`src/hw/pmr_defs.svh`:
```
`ifndef PMR_DEFS_SVH
`define PMR_DEFS_SVH

// ----------------------------------------------------------------
// Mode entry field positions
// ----------------------------------------------------------------
`define PMR_MODE_W 14
`define PMR_KIND_HI 9
`define PMR_KIND_LO 8
`define PMR_BASE_HI 7
`define PMR_BASE_LO 3
`define PMR_BUF_BIT 0
`define PMR_DEPTH_HI 11
`define PMR_DEPTH_LO 10

// ----------------------------------------------------------------
// Encodings and widths
// ----------------------------------------------------------------
`define PMR_KIND_INDEX 2'h0
`define PMR_DEPTH_4 2'h0
`define PMR_DEPTH_8 2'h1
`define PMR_DEPTH_12 2'h2
`define PMR_DEPTH_24 2'h3
`define PMR_PIX_W 24
`define PMR_ADDR_W 13
`define PMR_HALF 12
`define PMR_NIB 4
`define PMR_BYTE 8
`define PMR_ZERO_NIB 4'h0
`define PMR_ZERO_WORD 24'h00_0000
`define PMR_ALPHA8_LO 12
`define PMR_ALPHA4_LO 8
`define PMR_LATENCY 2

`endif

```
`src/hw/pmr_pkg.sv`:
```
`default_nettype none
`include "pmr_defs.svh"

package pmr_pkg;

  // Pixel depth selections
  typedef enum logic [1:0] {
    PMR_D4 = `PMR_DEPTH_4,
    PMR_D8 = `PMR_DEPTH_8,
    PMR_D12 = `PMR_DEPTH_12,
    PMR_D24 = `PMR_DEPTH_24
  } pmr_depth_t;

  // Decoded mode entry fields
  typedef struct packed {
    logic alpha_en;
    pmr_depth_t depth;
    logic [1:0] kind;
    logic [4:0] palette_base_bits;
    logic buf_sel;
  } pmr_mode_t;

  // Pixel word with its mode
  typedef struct packed {
    logic valid;
    pmr_mode_t mode;
    logic [23:0] pix;
  } pmr_beat_t;

  // Alpha bits and their presence
  typedef struct packed {
    logic present;
    logic [7:0] bits;
  } pmr_alpha_t;

endpackage
`default_nettype wire

```
`src/hw/pmr_index_fmt.sv`:
```
`timescale 1ns/1ps
`default_nettype none
`include "pmr_defs.svh"

// ----------------------------------------------------------------
// Index address builder, purely combinational
// ----------------------------------------------------------------
module pmr_index_fmt (
  // Decoded mode and effective buffer
  input wire pmr_pkg::pmr_mode_t mode,
  input wire logic buf_one,
  // Raw pixel word
  input wire logic [23:0] pix,
  // Lookup address, upper bits zero
  output logic [23:0] addr
);

  // Address per depth
  always_comb begin
    addr = `PMR_ZERO_WORD;
    unique case (mode.depth)
      pmr_pkg::PMR_D4: begin
        // Base, zero nibble, selected nibble
        addr[12:8] = mode.palette_base_bits;
        addr[7:4] = `PMR_ZERO_NIB;
        addr[3:0] = buf_one ? pix[7:4] : pix[3:0];
      end
      pmr_pkg::PMR_D8: begin
        addr[12:8] = mode.palette_base_bits;
        addr[7:0] = pix[7:0];
      end
      pmr_pkg::PMR_D12: begin
        addr[12] = mode.palette_base_bits[4];
        addr[11:0] = buf_one ? pix[23:12] : pix[11:0];
      end
      pmr_pkg::PMR_D24: begin
        // Illegal for index: fall back to 8-bit form
        addr[12:8] = mode.palette_base_bits;
        addr[7:0] = pix[7:0];
      end
    endcase
  end

endmodule
`default_nettype wire

```
`src/hw/pmr_rgb_fmt.sv`:
```
`timescale 1ns/1ps
`default_nettype none
`include "pmr_defs.svh"

// ----------------------------------------------------------------
// RGB de-interleave and bit replication
// ----------------------------------------------------------------
module pmr_rgb_fmt (
  // Depth and effective buffer
  input wire pmr_pkg::pmr_depth_t depth,
  input wire logic buf_one,
  // Raw pixel word
  input wire logic [23:0] pix,
  // Blue 23..16, green 15..8, red 7..0
  output logic [23:0] rgb
);

  // Buffer one shifts the 8- and 12-bit sources up by a half word; 4-bit sources move up four bits
  logic [11:0] half;
  assign half = buf_one ? pix[23:12] : pix[11:0];

  // Channel k (0 green, 1 red, 2 blue) msb-first source lists
  logic [7:0] ch24 [3];
  logic [7:0] ch12 [3];
  logic [7:0] ch8 [3];
  logic [7:0] ch4 [3];

  genvar k, b;
  generate
    for (k = 0; k < 3; k++) begin : g_ch
      for (b = 0; b < 8; b++) begin : g_bit
        // Output bit 7-b takes source k + 3*b
        assign ch24[k][7-b] = pix[k + 3*b];
        // Four sources repeated twice
        assign ch12[k][7-b] = half[k + 3*(b % 4)];
      end
    end
    for (b = 0; b < 8; b++) begin : g_small
      // Green and red: three sources, cycled
      assign ch8[0][7-b] = half[3*(b % 3)];
      assign ch8[1][7-b] = half[1 + 3*(b % 3)];
      // Blue: two sources alternated
      assign ch8[2][7-b] = half[2 + 3*(b % 2)];
      // Four-bit: green alternates 0/3, others one bit
      assign ch4[0][7-b] = (b % 2 == 0) ? pix[buf_one ? 4 : 0]
                                          : pix[buf_one ? 7 : 3];
      assign ch4[1][7-b] = pix[buf_one ? 5 : 1];
      assign ch4[2][7-b] = pix[buf_one ? 6 : 2];
    end
  endgenerate

  // Depth select, channels replicated rather than zero padded
  always_comb begin
    rgb = `PMR_ZERO_WORD;
    unique case (depth)
      pmr_pkg::PMR_D4: rgb = {ch4[2], ch4[0], ch4[1]};
      pmr_pkg::PMR_D8: rgb = {ch8[2], ch8[0], ch8[1]};
      pmr_pkg::PMR_D12: rgb = {ch12[2], ch12[0], ch12[1]};
      pmr_pkg::PMR_D24: rgb = {ch24[2], ch24[0], ch24[1]};
    endcase
  end

endmodule
`default_nettype wire

```
`src/hw/pmr_top.sv`:
```
// Behaviour
// - Low half is buffer zero, high buffer one; 4-bit uses low and high nibble
// - Kind 00 means index, else RGB
// - Depth selects 4/8/12/24; 24 RGB only
// - Buffer bit honoured only in double modes
// - Alpha merged with returning lookup RGB
// - Alpha valid RGB depth 01 or 10
// - Index address on bits 12..0
// - Four-bit index: base, zeros, nibble
// - Eight-bit index: base then pixel byte
// - Twelve-bit index: top base bit, half
// - RGB drives blue, green, red bytes
// - All output goes through the lookup
// - Short channels repeat bits, never zero
// - 24-bit RGB interleave by threes
// - Eight-bit RGB repeat pattern per buffer
// - Twelve-bit RGB repeat pattern per buffer
// - Four-bit RGB repeat pattern per buffer
// - Accept 4448 and 3324 alpha layouts
// - Accept popup and aux bits per pixel
// - Depth codes 00,01,10,11 for 4..24
// - Palette base from mode bits 7..3
// - Buffer choice from mode bit 0
// - Kind field from mode bits 9..8
`timescale 1ns/1ps
`default_nettype none
`include "pmr_defs.svh"

module pmr_top #(
  parameter int PIX_W = `PMR_PIX_W
) (
  // Clock and reset
  input wire logic sys_clk,
  input wire logic reset_n,
  // Pixel word and mode entry from the reorganizer
  input wire logic pix_valid,
  input wire logic [PIX_W-1:0] pix_in,
  input wire logic [`PMR_MODE_W-1:0] mode_in,
  input wire logic alpha_en,
  // Popup and aux bits carried alongside
  input wire logic [1:0] popup_in,
  input wire logic [7:0] aux_in,
  // RGB returning from the lookup chip
  input wire logic lut_valid,
  input wire logic [23:0] lut_rgb,
  // Word towards the lookup chip
  output logic out_valid_r,
  output logic out_is_rgb_r,
  output logic [PIX_W-1:0] pix_out_r,
  output logic [1:0] popup_out_r,
  output logic [7:0] aux_out_r,
  // Combined word towards the video option board
  output logic video_valid_r,
  output logic [31:0] video_word_r
);

  // ----------------------------------------------------------------
  // Mode decode
  // ----------------------------------------------------------------
  pmr_pkg::pmr_mode_t mode;
  logic is_index;
  logic dbl_mode;
  logic buf_one;
  logic alpha_ok;

  // Field extraction from the mode entry
  always_comb begin
    mode.kind = mode_in[`PMR_KIND_HI:`PMR_KIND_LO];
    mode.palette_base_bits = mode_in[`PMR_BASE_HI:`PMR_BASE_LO];
    mode.buf_sel = mode_in[`PMR_BUF_BIT];
    mode.depth = pmr_pkg::pmr_depth_t'(
      mode_in[`PMR_DEPTH_HI:`PMR_DEPTH_LO]);
    mode.alpha_en = alpha_en;
  end

  // Kind 00 is index, any other map code is RGB
  assign is_index = (mode.kind == `PMR_KIND_INDEX);

  // Alpha only counts for RGB at depth 8 or 12
  assign alpha_ok = mode.alpha_en && !is_index &&
    (mode.depth == pmr_pkg::PMR_D8 ||
     mode.depth == pmr_pkg::PMR_D12);

  // Double-buffered layouts: 4 bit, 12 bit without alpha, or 8-bit RGB with alpha
  always_comb begin
    dbl_mode = 1'b0;
    unique case (mode.depth)
      pmr_pkg::PMR_D4: dbl_mode = 1'b1;
      pmr_pkg::PMR_D8: dbl_mode = alpha_ok;
      pmr_pkg::PMR_D12: dbl_mode = !alpha_ok; // 4448 is single
      pmr_pkg::PMR_D24: dbl_mode = 1'b0;
    endcase
  end

  // Buffer bit forced to zero outside double modes
  assign buf_one = dbl_mode & mode.buf_sel;

  // ----------------------------------------------------------------
  // Formatters
  // ----------------------------------------------------------------
  logic [23:0] idx_addr;
  logic [23:0] rgb_word;

  // Index address path
  pmr_index_fmt u_index (
    .mode(mode),
    .buf_one(buf_one),
    .pix(pix_in),
    .addr(idx_addr)
  );

  // RGB path; 3324 and 4448 RGB parts sit where 332/444 do
  pmr_rgb_fmt u_rgb (
    .depth(mode.depth),
    .buf_one(buf_one),
    .pix(pix_in),
    .rgb(rgb_word)
  );

  // ----------------------------------------------------------------
  // Alpha extraction
  // ----------------------------------------------------------------
  pmr_pkg::pmr_alpha_t alpha_now;

  // Four alpha bits atop each 332 half, or eight atop 444
  // Alpha is stored lsb at the high pixel bit, so it is reversed here;
  // the four-bit form carries the upper alpha bits, lower ones zero
  always_comb begin
    alpha_now.present = alpha_ok;
    alpha_now.bits = 8'h00;
    if (alpha_ok && mode.depth == pmr_pkg::PMR_D12) begin
      // Pixel bit 12 is the alpha msb
      for (int i = 0; i < `PMR_BYTE; i++) begin
        alpha_now.bits[i] = pix_in[`PMR_ALPHA8_LO + `PMR_BYTE - 1 - i];
      end
    end else if (alpha_ok) begin
      // Pick the half, then its top nibble, low bit as msb
      for (int i = 0; i < `PMR_NIB; i++) begin
        alpha_now.bits[`PMR_BYTE - 1 - i] = buf_one ?
          pix_in[`PMR_HALF + `PMR_ALPHA4_LO + i] :
          pix_in[`PMR_ALPHA4_LO + i];
      end
    end
  end

  // ----------------------------------------------------------------
  // Output stage: one word per clock, same depth for all modes
  // ----------------------------------------------------------------
  // Both formats go to the lookup; no path skips it
  always_ff @(posedge sys_clk or negedge reset_n) begin
    if (!reset_n) begin
      out_valid_r <= 1'b0;
      out_is_rgb_r <= 1'b0;
      pix_out_r <= `PMR_ZERO_WORD;
    end else begin
      out_valid_r <= pix_valid;
      out_is_rgb_r <= !is_index;
      // Index: upper bits held zero for determinism
      pix_out_r <= is_index ? idx_addr : rgb_word;
    end
  end

  // Popup and aux ride along unchanged, same latency
  always_ff @(posedge sys_clk or negedge reset_n) begin
    if (!reset_n) begin
      popup_out_r <= 2'h0;
      aux_out_r <= 8'h00;
    end else begin
      popup_out_r <= popup_in;
      aux_out_r <= aux_in;
    end
  end

  // ----------------------------------------------------------------
  // Alpha delay line to meet the lookup's returning RGB
  // ----------------------------------------------------------------
  // Lookup round trip assumed fixed; depth is a parameter-like define
  pmr_pkg::pmr_alpha_t alpha_pipe_r [`PMR_LATENCY];

  // Shift alpha along so it pairs with the returning colour
  always_ff @(posedge sys_clk or negedge reset_n) begin
    if (!reset_n) begin
      for (int i = 0; i < `PMR_LATENCY; i++) begin
        alpha_pipe_r[i] <= '0;
      end
    end else begin
      alpha_pipe_r[0] <= alpha_now;
      for (int i = 1; i < `PMR_LATENCY; i++) begin
        alpha_pipe_r[i] <= alpha_pipe_r[i-1];
      end
    end
  end

  // Merge alpha above lookup RGB for the video board
  always_ff @(posedge sys_clk or negedge reset_n) begin
    if (!reset_n) begin
      video_valid_r <= 1'b0;
      video_word_r <= 32'h0000_0000;
    end else begin
      // Only RGB pixels with alpha at depth 8 or 12 are forwarded
      video_valid_r <= lut_valid & alpha_pipe_r[`PMR_LATENCY-1].present;
      video_word_r <= {alpha_pipe_r[`PMR_LATENCY-1].bits, lut_rgb};
    end
  end

endmodule
`default_nettype wire

```
`config.mk`:
```
export PLATFORM = sky130hd
export DESIGN_NAME = pmr_top
export DESIGN_NICKNAME = d
export VERILOG_FILES = /design/src/hw/pmr_pkg.sv /design/src/hw/pmr_index_fmt.sv /design/src/hw/pmr_rgb_fmt.sv /design/src/hw/pmr_top.sv
export VERILOG_INCLUDE_DIRS = /design/src /design/src/hw
export SDC_FILE = /design/constraint.sdc
export NUM_CORES = 1
export LEC_CHECK = 0
export ABC_AREA = 1
export BUFFER_PORTS_ARGS = -buffer_cell sky130_fd_sc_hd__buf_2
export CORE_UTILIZATION = 49
export DETAILED_ROUTE_END_ITERATION = 8
export GPL_TIMING_DRIVEN = 0
export PLACE_DENSITY = 0.8
export SYNTH_ARGS = -nofsm -noshare
export SYNTH_HDL_FRONTEND = slang
export SYNTH_HIERARCHICAL = 1
export SYNTH_SLANG_ARGS = --single-unit
```
`constraint.sdc`:
```
create_clock -name sys_clk -period 0.8 [get_ports sys_clk]
set_input_delay 0.04 -clock sys_clk [delete_from_list [all_inputs] [get_ports sys_clk]]
set_output_delay 0.04 -clock sys_clk [all_outputs]
set_load 0.005 [all_outputs]
```
Yosys cells after proc, flatten, opt, wreduce, memory -nomap -nowiden
Cells that the tools add are included.
{ "word_totals": {"regBits": 87, "input_bits": 77, "out_inout_bits": 69, "word_cells": 58} }
{ "classes": {"order_cmp": 4, "eq_ne": 3, "mux": 29, "bitwise_logic": 2, "n_reduce_logical": 9} }
{ "ops": {"columns": ["cell", "n"], "rows": [
  ["$lt A32 B7 Y1 const B", 3],
  ["$pmux W24 S4", 1],
  ["$pmux W13 S3", 1],
  ["$mux W24", 1],
  ["$bmux W1 S5", 4],
  ["$mux W4", 4],
  ["$mux W1", 12],
  ["$mux W12", 1],
  ["$mux W3", 4],
  ["$lt A3 B6 Y1 const B", 1],
  ["$eq A2 B2 Y1 const B", 2],
  ["$logic_not A2 Y1", 2],
  ["$pmux W1 S4", 1],
  ["$logic_and A1 B1 Y1", 3],
  ["$and A1 B1 Y1", 2],
  ["$eq A2 B1 Y1 const B", 1],
  ["$logic_not A1 Y1", 2],
  ["$reduce_or A2 Y1", 1],
  ["$logic_or A1 B1 Y1", 1]
]} }

Logic depth before layout (Yosys ltp)
{ "depth": {"ltp_word": 13, "depth_mapped": 15, "depth_no_buf": 13} }

Hierarchy
The synthesis kept the hierarchy.
{ "by_module_without_submodules": {"columns": ["module", "instances", "cells_each", "area_per_inst_um2"], "rows": [
  ["pmr_top", 1, 216, 2757.6],
  ["pmr_rgb_fmt", 1, 130, 556.8],
  ["pmr_index_fmt", 1, 93, 451.7]
]} }

Worst setup path after synthesis
Ideal clock, no wire load.
{ "synth_timing": {"path_type": "in2reg", "start": "input mode_in[8]", "end": "register pix_out_r[11]", "setup_ns": 0.116, "t_arrival_ns": 1.227, "setup_slack_ns": -0.543, "stages": 14, "path_buffers": 2, "cell_sequence": "inv_2 nand2_8 nand3_2 nand3_4 inv_1 buf_4 inv_2 buf_4 nand2_1 nand2_1 nand2_1 nand4_1 nand2_1 nand2_1"} }
{ "synth_via": {"elab_chain_len": 13, "word_cells_on_any_way": 15, "classes_between": "mux: 9; bitwise: 1; reduce/logical: 5"} }
{ "synth_rtl": {"columns": ["element", "line_no", "text"], "rows": [
  ["from (decl)", "pmr_top.sv:38", "input wire logic [`PMR_MODE_W-1:0] mode_in,"],
  ["$logic_not A2 Y1 (no line) (*)", null, null],
  ["$logic_not A1 Y1 (*)", "pmr_top.sv:80", "assign alpha_ok = mode.alpha_en && !is_index &&"],
  ["$logic_and A1 B1 Y1 (*) (2 in a row)", "pmr_top.sv:80", null],
  ["$logic_not A1 Y1", "pmr_top.sv:90", "pmr_pkg::PMR_D12: dbl_mode = !alpha_ok;"],
  ["$pmux W1 S4 (*)", "pmr_top.sv:87", "unique case (mode.depth)"],
  ["$and A1 B1 Y1 (*)", "pmr_top.sv:96", "assign buf_one = dbl_mode & mode.buf_sel;"],
  ["named net buf_one", "pmr_top.sv:63", "logic buf_one;"],
  ["$mux W3", "pmr_rgb_fmt.sv:45", "assign ch4[0][7-b] = (b % 2 == 0) ? pix[buf_one ? 4 : 0]"],
  ["$bmux W1 S5", null, null],
  ["$mux W1 (2 in a row)", "pmr_rgb_fmt.sv:45", null],
  ["$pmux W24 S4 (*)", "pmr_rgb_fmt.sv:55", "unique case (depth)"],
  ["named net rgb_word[11]", "pmr_top.sv:102", "logic [23:0] rgb_word;"],
  ["$mux W24 (*)", "pmr_top.sv:159", "pix_out_r <= is_index ? idx_addr : rgb_word;"],
  ["to (signal assigned)", "pmr_top.sv:154", "pix_out_r <= `PMR_ZERO_WORD;"],
  ["to (signal assigned)", "pmr_top.sv:159", null],
  ["to (decl)", "pmr_top.sv:49", "output logic [PIX_W-1:0] pix_out_r,"]
]} }
Mark *: on every way through the listed nets, which the timed path passes. The rest lies on a longest branch. The select of a mux whose other input is x is not followed.

Worst setup path in the final report
{ "layout_timing": {"start": "input mode_in[9]", "end": "register pix_out_r[13]"} }
Same word-level chain as after synthesis.

==> flow_metrics.env <==
export IMPL_hold_violations=40
export IMPL_tightest_slew_ns=0.7033
export IMPL_grt_pass1_vias=3771
export IMPL_wl_per_cell_um=16.34
export IMPL_vias=3889
export IMPL_worstPathArrival_ns=1.31
export IMPL_setup_tns_final_ns=-11.24
export IMPL_core_area_mm2=0.007331
export IMPL_worst_r2r_setup_slack_ns=0.23
export IMPL_rsz0062_at_grt="true"
export IMPL_antenna_cells=0
export IMPL_cts_buffer_depth=2
export IMPL_fin_crit_sh=1.338
export IMPL_ys_top_cells_by_area="dfrtp_1 (58%), nand2_1 (23%), nand4_1 (4.0%)"
export IMPL_synthDistinctLibCells=23
export IMPL_cts_root_buf="clkbuf_8"
export IMPL_dp_cells=689
export IMPL_grt_ovfl_total=0
export IMPL_avgSynthCellArea_um2=8.579
export IMPL_maxSlewHeadroom=0.5306
export IMPL_hold_slack_ns=-0.3819
export IMPL_drt_pre_antenna_iters=5
export IMPL_end_kind="register"
export IMPL_static_leakage_power_nw=3.218
export IMPL_cp_startpoint="mode_in[9]"
export IMPL_grt_use_total=0.3112
export IMPL_cp_max_fo=5
export IMPL_die_w_um=89.67
export IMPL_vdd_drop_max_mv=0.9282
export IMPL_fin_nets=737
export IMPL_drv_cap=0
export IMPL_required_ns=1.04
export IMPL_synth_top_area_share=0.5781
export IMPL_synth_area_leader_cell="dfrtp_1"
export IMPL_timing_rr_start="alpha_pipe_r[8]"
export IMPL_rows=31
export IMPL_synth_area_mm2=0.003766
export IMPL_crit_type="in2reg"
export IMPL_syn_instance_count=439
export IMPL_cpPeakStageDelay_ns=0.13
export IMPL_dp_slack_ns=-0.8841
export IMPL_fmaxAchievable_mhz=933.9
export IMPL_synth_most_common_cell="nand2_1"
export IMPL_cts_sinks=87
export IMPL_cp_cell_sequence="buf_8, inv_12, nand2_8, nand2_8, nand2_8, nand3_4, inv_4, buf_6, inv_8, buf_8, nand2_1, nand2_1, nand2_1, nand4_1, nand2_1, nand2_1"
export IMPL_drive_gt1_frac=0.3840
export IMPL_period_needed_ns=1.071
export IMPL_ys_top_cells_by_count="nand2_1 (227), dfrtp_1 (87), inv_1 (26)"
export IMPL_cts_tree="yes"
export IMPL_synth_edf_count=0
export IMPL_antenna_found_initial=0
export IMPL_ctsHoldBuffers=46
export IMPL_powerDensity_mw_per_mm2=1776
export IMPL_io_buffers=140
export IMPL_layoutNonFillerInstCount=763
export IMPL_dp_hpwl_mm=7.649
export IMPL_drt_first_iter_violations=258
export IMPL_synthFlopType="dfrtp_1"
export IMPL_ant_nets=0
export IMPL_outcome="finished with violations"
export IMPL_slew_viol_final=0
export IMPL_numCtsBuffers=9
export IMPL_crit_path_frequent_cell="nand2_1"
export IMPL_async_flop_share=1.000
export IMPL_clock_skew_ns=0.01480
export IMPL_ios=146
export IMPL_dieHeight_um=89.67
export IMPL_grt_max_degree=55
export IMPL_die_area_mm2=0.008041
export IMPL_wl_mm=12.47
export IMPL_ys_seq_area_frac=0.5781
export IMPL_via_per_inst=5.097
export IMPL_ys_ff_latch=87
export IMPL_clk_latency_ns=0.36
export IMPL_cp_top_family="simple AND/OR/NAND/NOR gates"
export IMPL_path_clk_slew_ns=0.10
export IMPL_min_path_type="in2async"
export IMPL_gp_congestion=0.9108
export IMPL_drc=0
export IMPL_cts_htree_levels=3
export IMPL_grt_pass1_wl_mm=18.29
export IMPL_violations="negative hold slack, negative setup slack"
export IMPL_worst_path_max_delay_cell="buf_8"
export IMPL_yosysWarnings=6
export IMPL_area_growth_pct=52.62
export IMPL_setup_slack_ns=-0.2708
export IMPL_start_kind="input port"
export IMPL_setup_violations_final=93
export IMPL_crit_buf_inv=6
export IMPL_start_util=0.5137
-- stage by stage --
stage	area [um^2]	utilization	power, mW
global route	5748	0.7841	10.65
detailed placement	4730	0.6452	6.519
global placement	4700	0.6411	6.459
floorplan	3875	-	5.684
CTS	5624	0.7672	10.02
finish	5748	0.7841	10.21
-- where the power goes --
group | switching [mW] | leakage, nW | internal (mW)
logic | 1.19 | 2.03 | 0.973
clock network | 1.75 | 0.103 | 1.51
registers | 0.0936 | 1.08 | 4.69
-- path summary, 6_finish.rpt --
path | endpoint | cells past startpoint
worst max-delay path | pix_out_r[13] | 16
worst min-delay path | video_word_r[16] | 1
worst max register to register | video_valid_r | 2
worst min register to register | video_word_r[30] | 0
max in group asynchronous | pix_out_r[1] | 2
min in group sys_clk | alpha_pipe_r[13] | 5
-- metal layers --
metal | global-route usage | routed length (um)
met2 | 0.5579 | 6280
met4 | 0.1414 | 387
met5 | 0 | 0
met3 | 0.06764 | 1131
met1 | 0.3551 | 4669
-- layout make-up --
| cell class | count | area, um^2 |
|---|---|---|
| sequential | 87 | 2177 |
| fill | 473 | 1583 |
| multi-input combinational | 304 | 1544 |
| timing repair buffer | 199 | 1349 |
| buffer | 24 | 188.9 |
| inverter | 34 | 157.7 |
| clock buffer | 9 | 123.9 |
| tap | 99 | 123.9 |
| clock inverter | 7 | 83.83 |
-- sequential cells by signal (all words and copies together) (netlist names) --
| register | cells |
|---|---|
| aux_out_r | 8 |
| video_word_r | 32 |
| alpha_pipe_r | 18 |
| out_valid_r | 1 |
| pix_out_r | 24 |
| popup_out_r | 2 |
| video_valid_r | 1 |
| out_is_rgb_r | 1 |
-- cells in the final DEF, fill, tap and decap left out, drive strengths merged, types with 3 or more instances in the layout --
cell type	synthesis	final
nand2	232	232
inv	34	39
nor2	12	12
dfrtp	87	87
nand3	14	14
o211ai	3	3
buf	24	177
o21ai	5	5
clkbuf	0	9
conb	1	11
nand4	24	24
dlygate4sd3	0	46
-- logic make-up (layout without fill, tap and decap cells) --
logic type                 after synthesis  count (layout)  share of synthesized area
and+or+nand+nor                        283             283                     0.3253
DFF                                     87              87                     0.5781
buffers and inverters                   58             273                    0.07840
AOI/OAI and AO/OA                        9               9                    0.01395
adders and majority gates                1               1                   0.003322
other                                    1              11                  0.0009957
-- timing repair --
action                                  in CTS  in global routing
hold endpoints to repair                    79                 33
endpoints found under the setup margin      93                 96
gates cloned                                 1                  0
resized for setup                           39                 32
setup buffers                               10                  1
pin swaps                                   29                 25
Power figures use the tool's default switching activity.
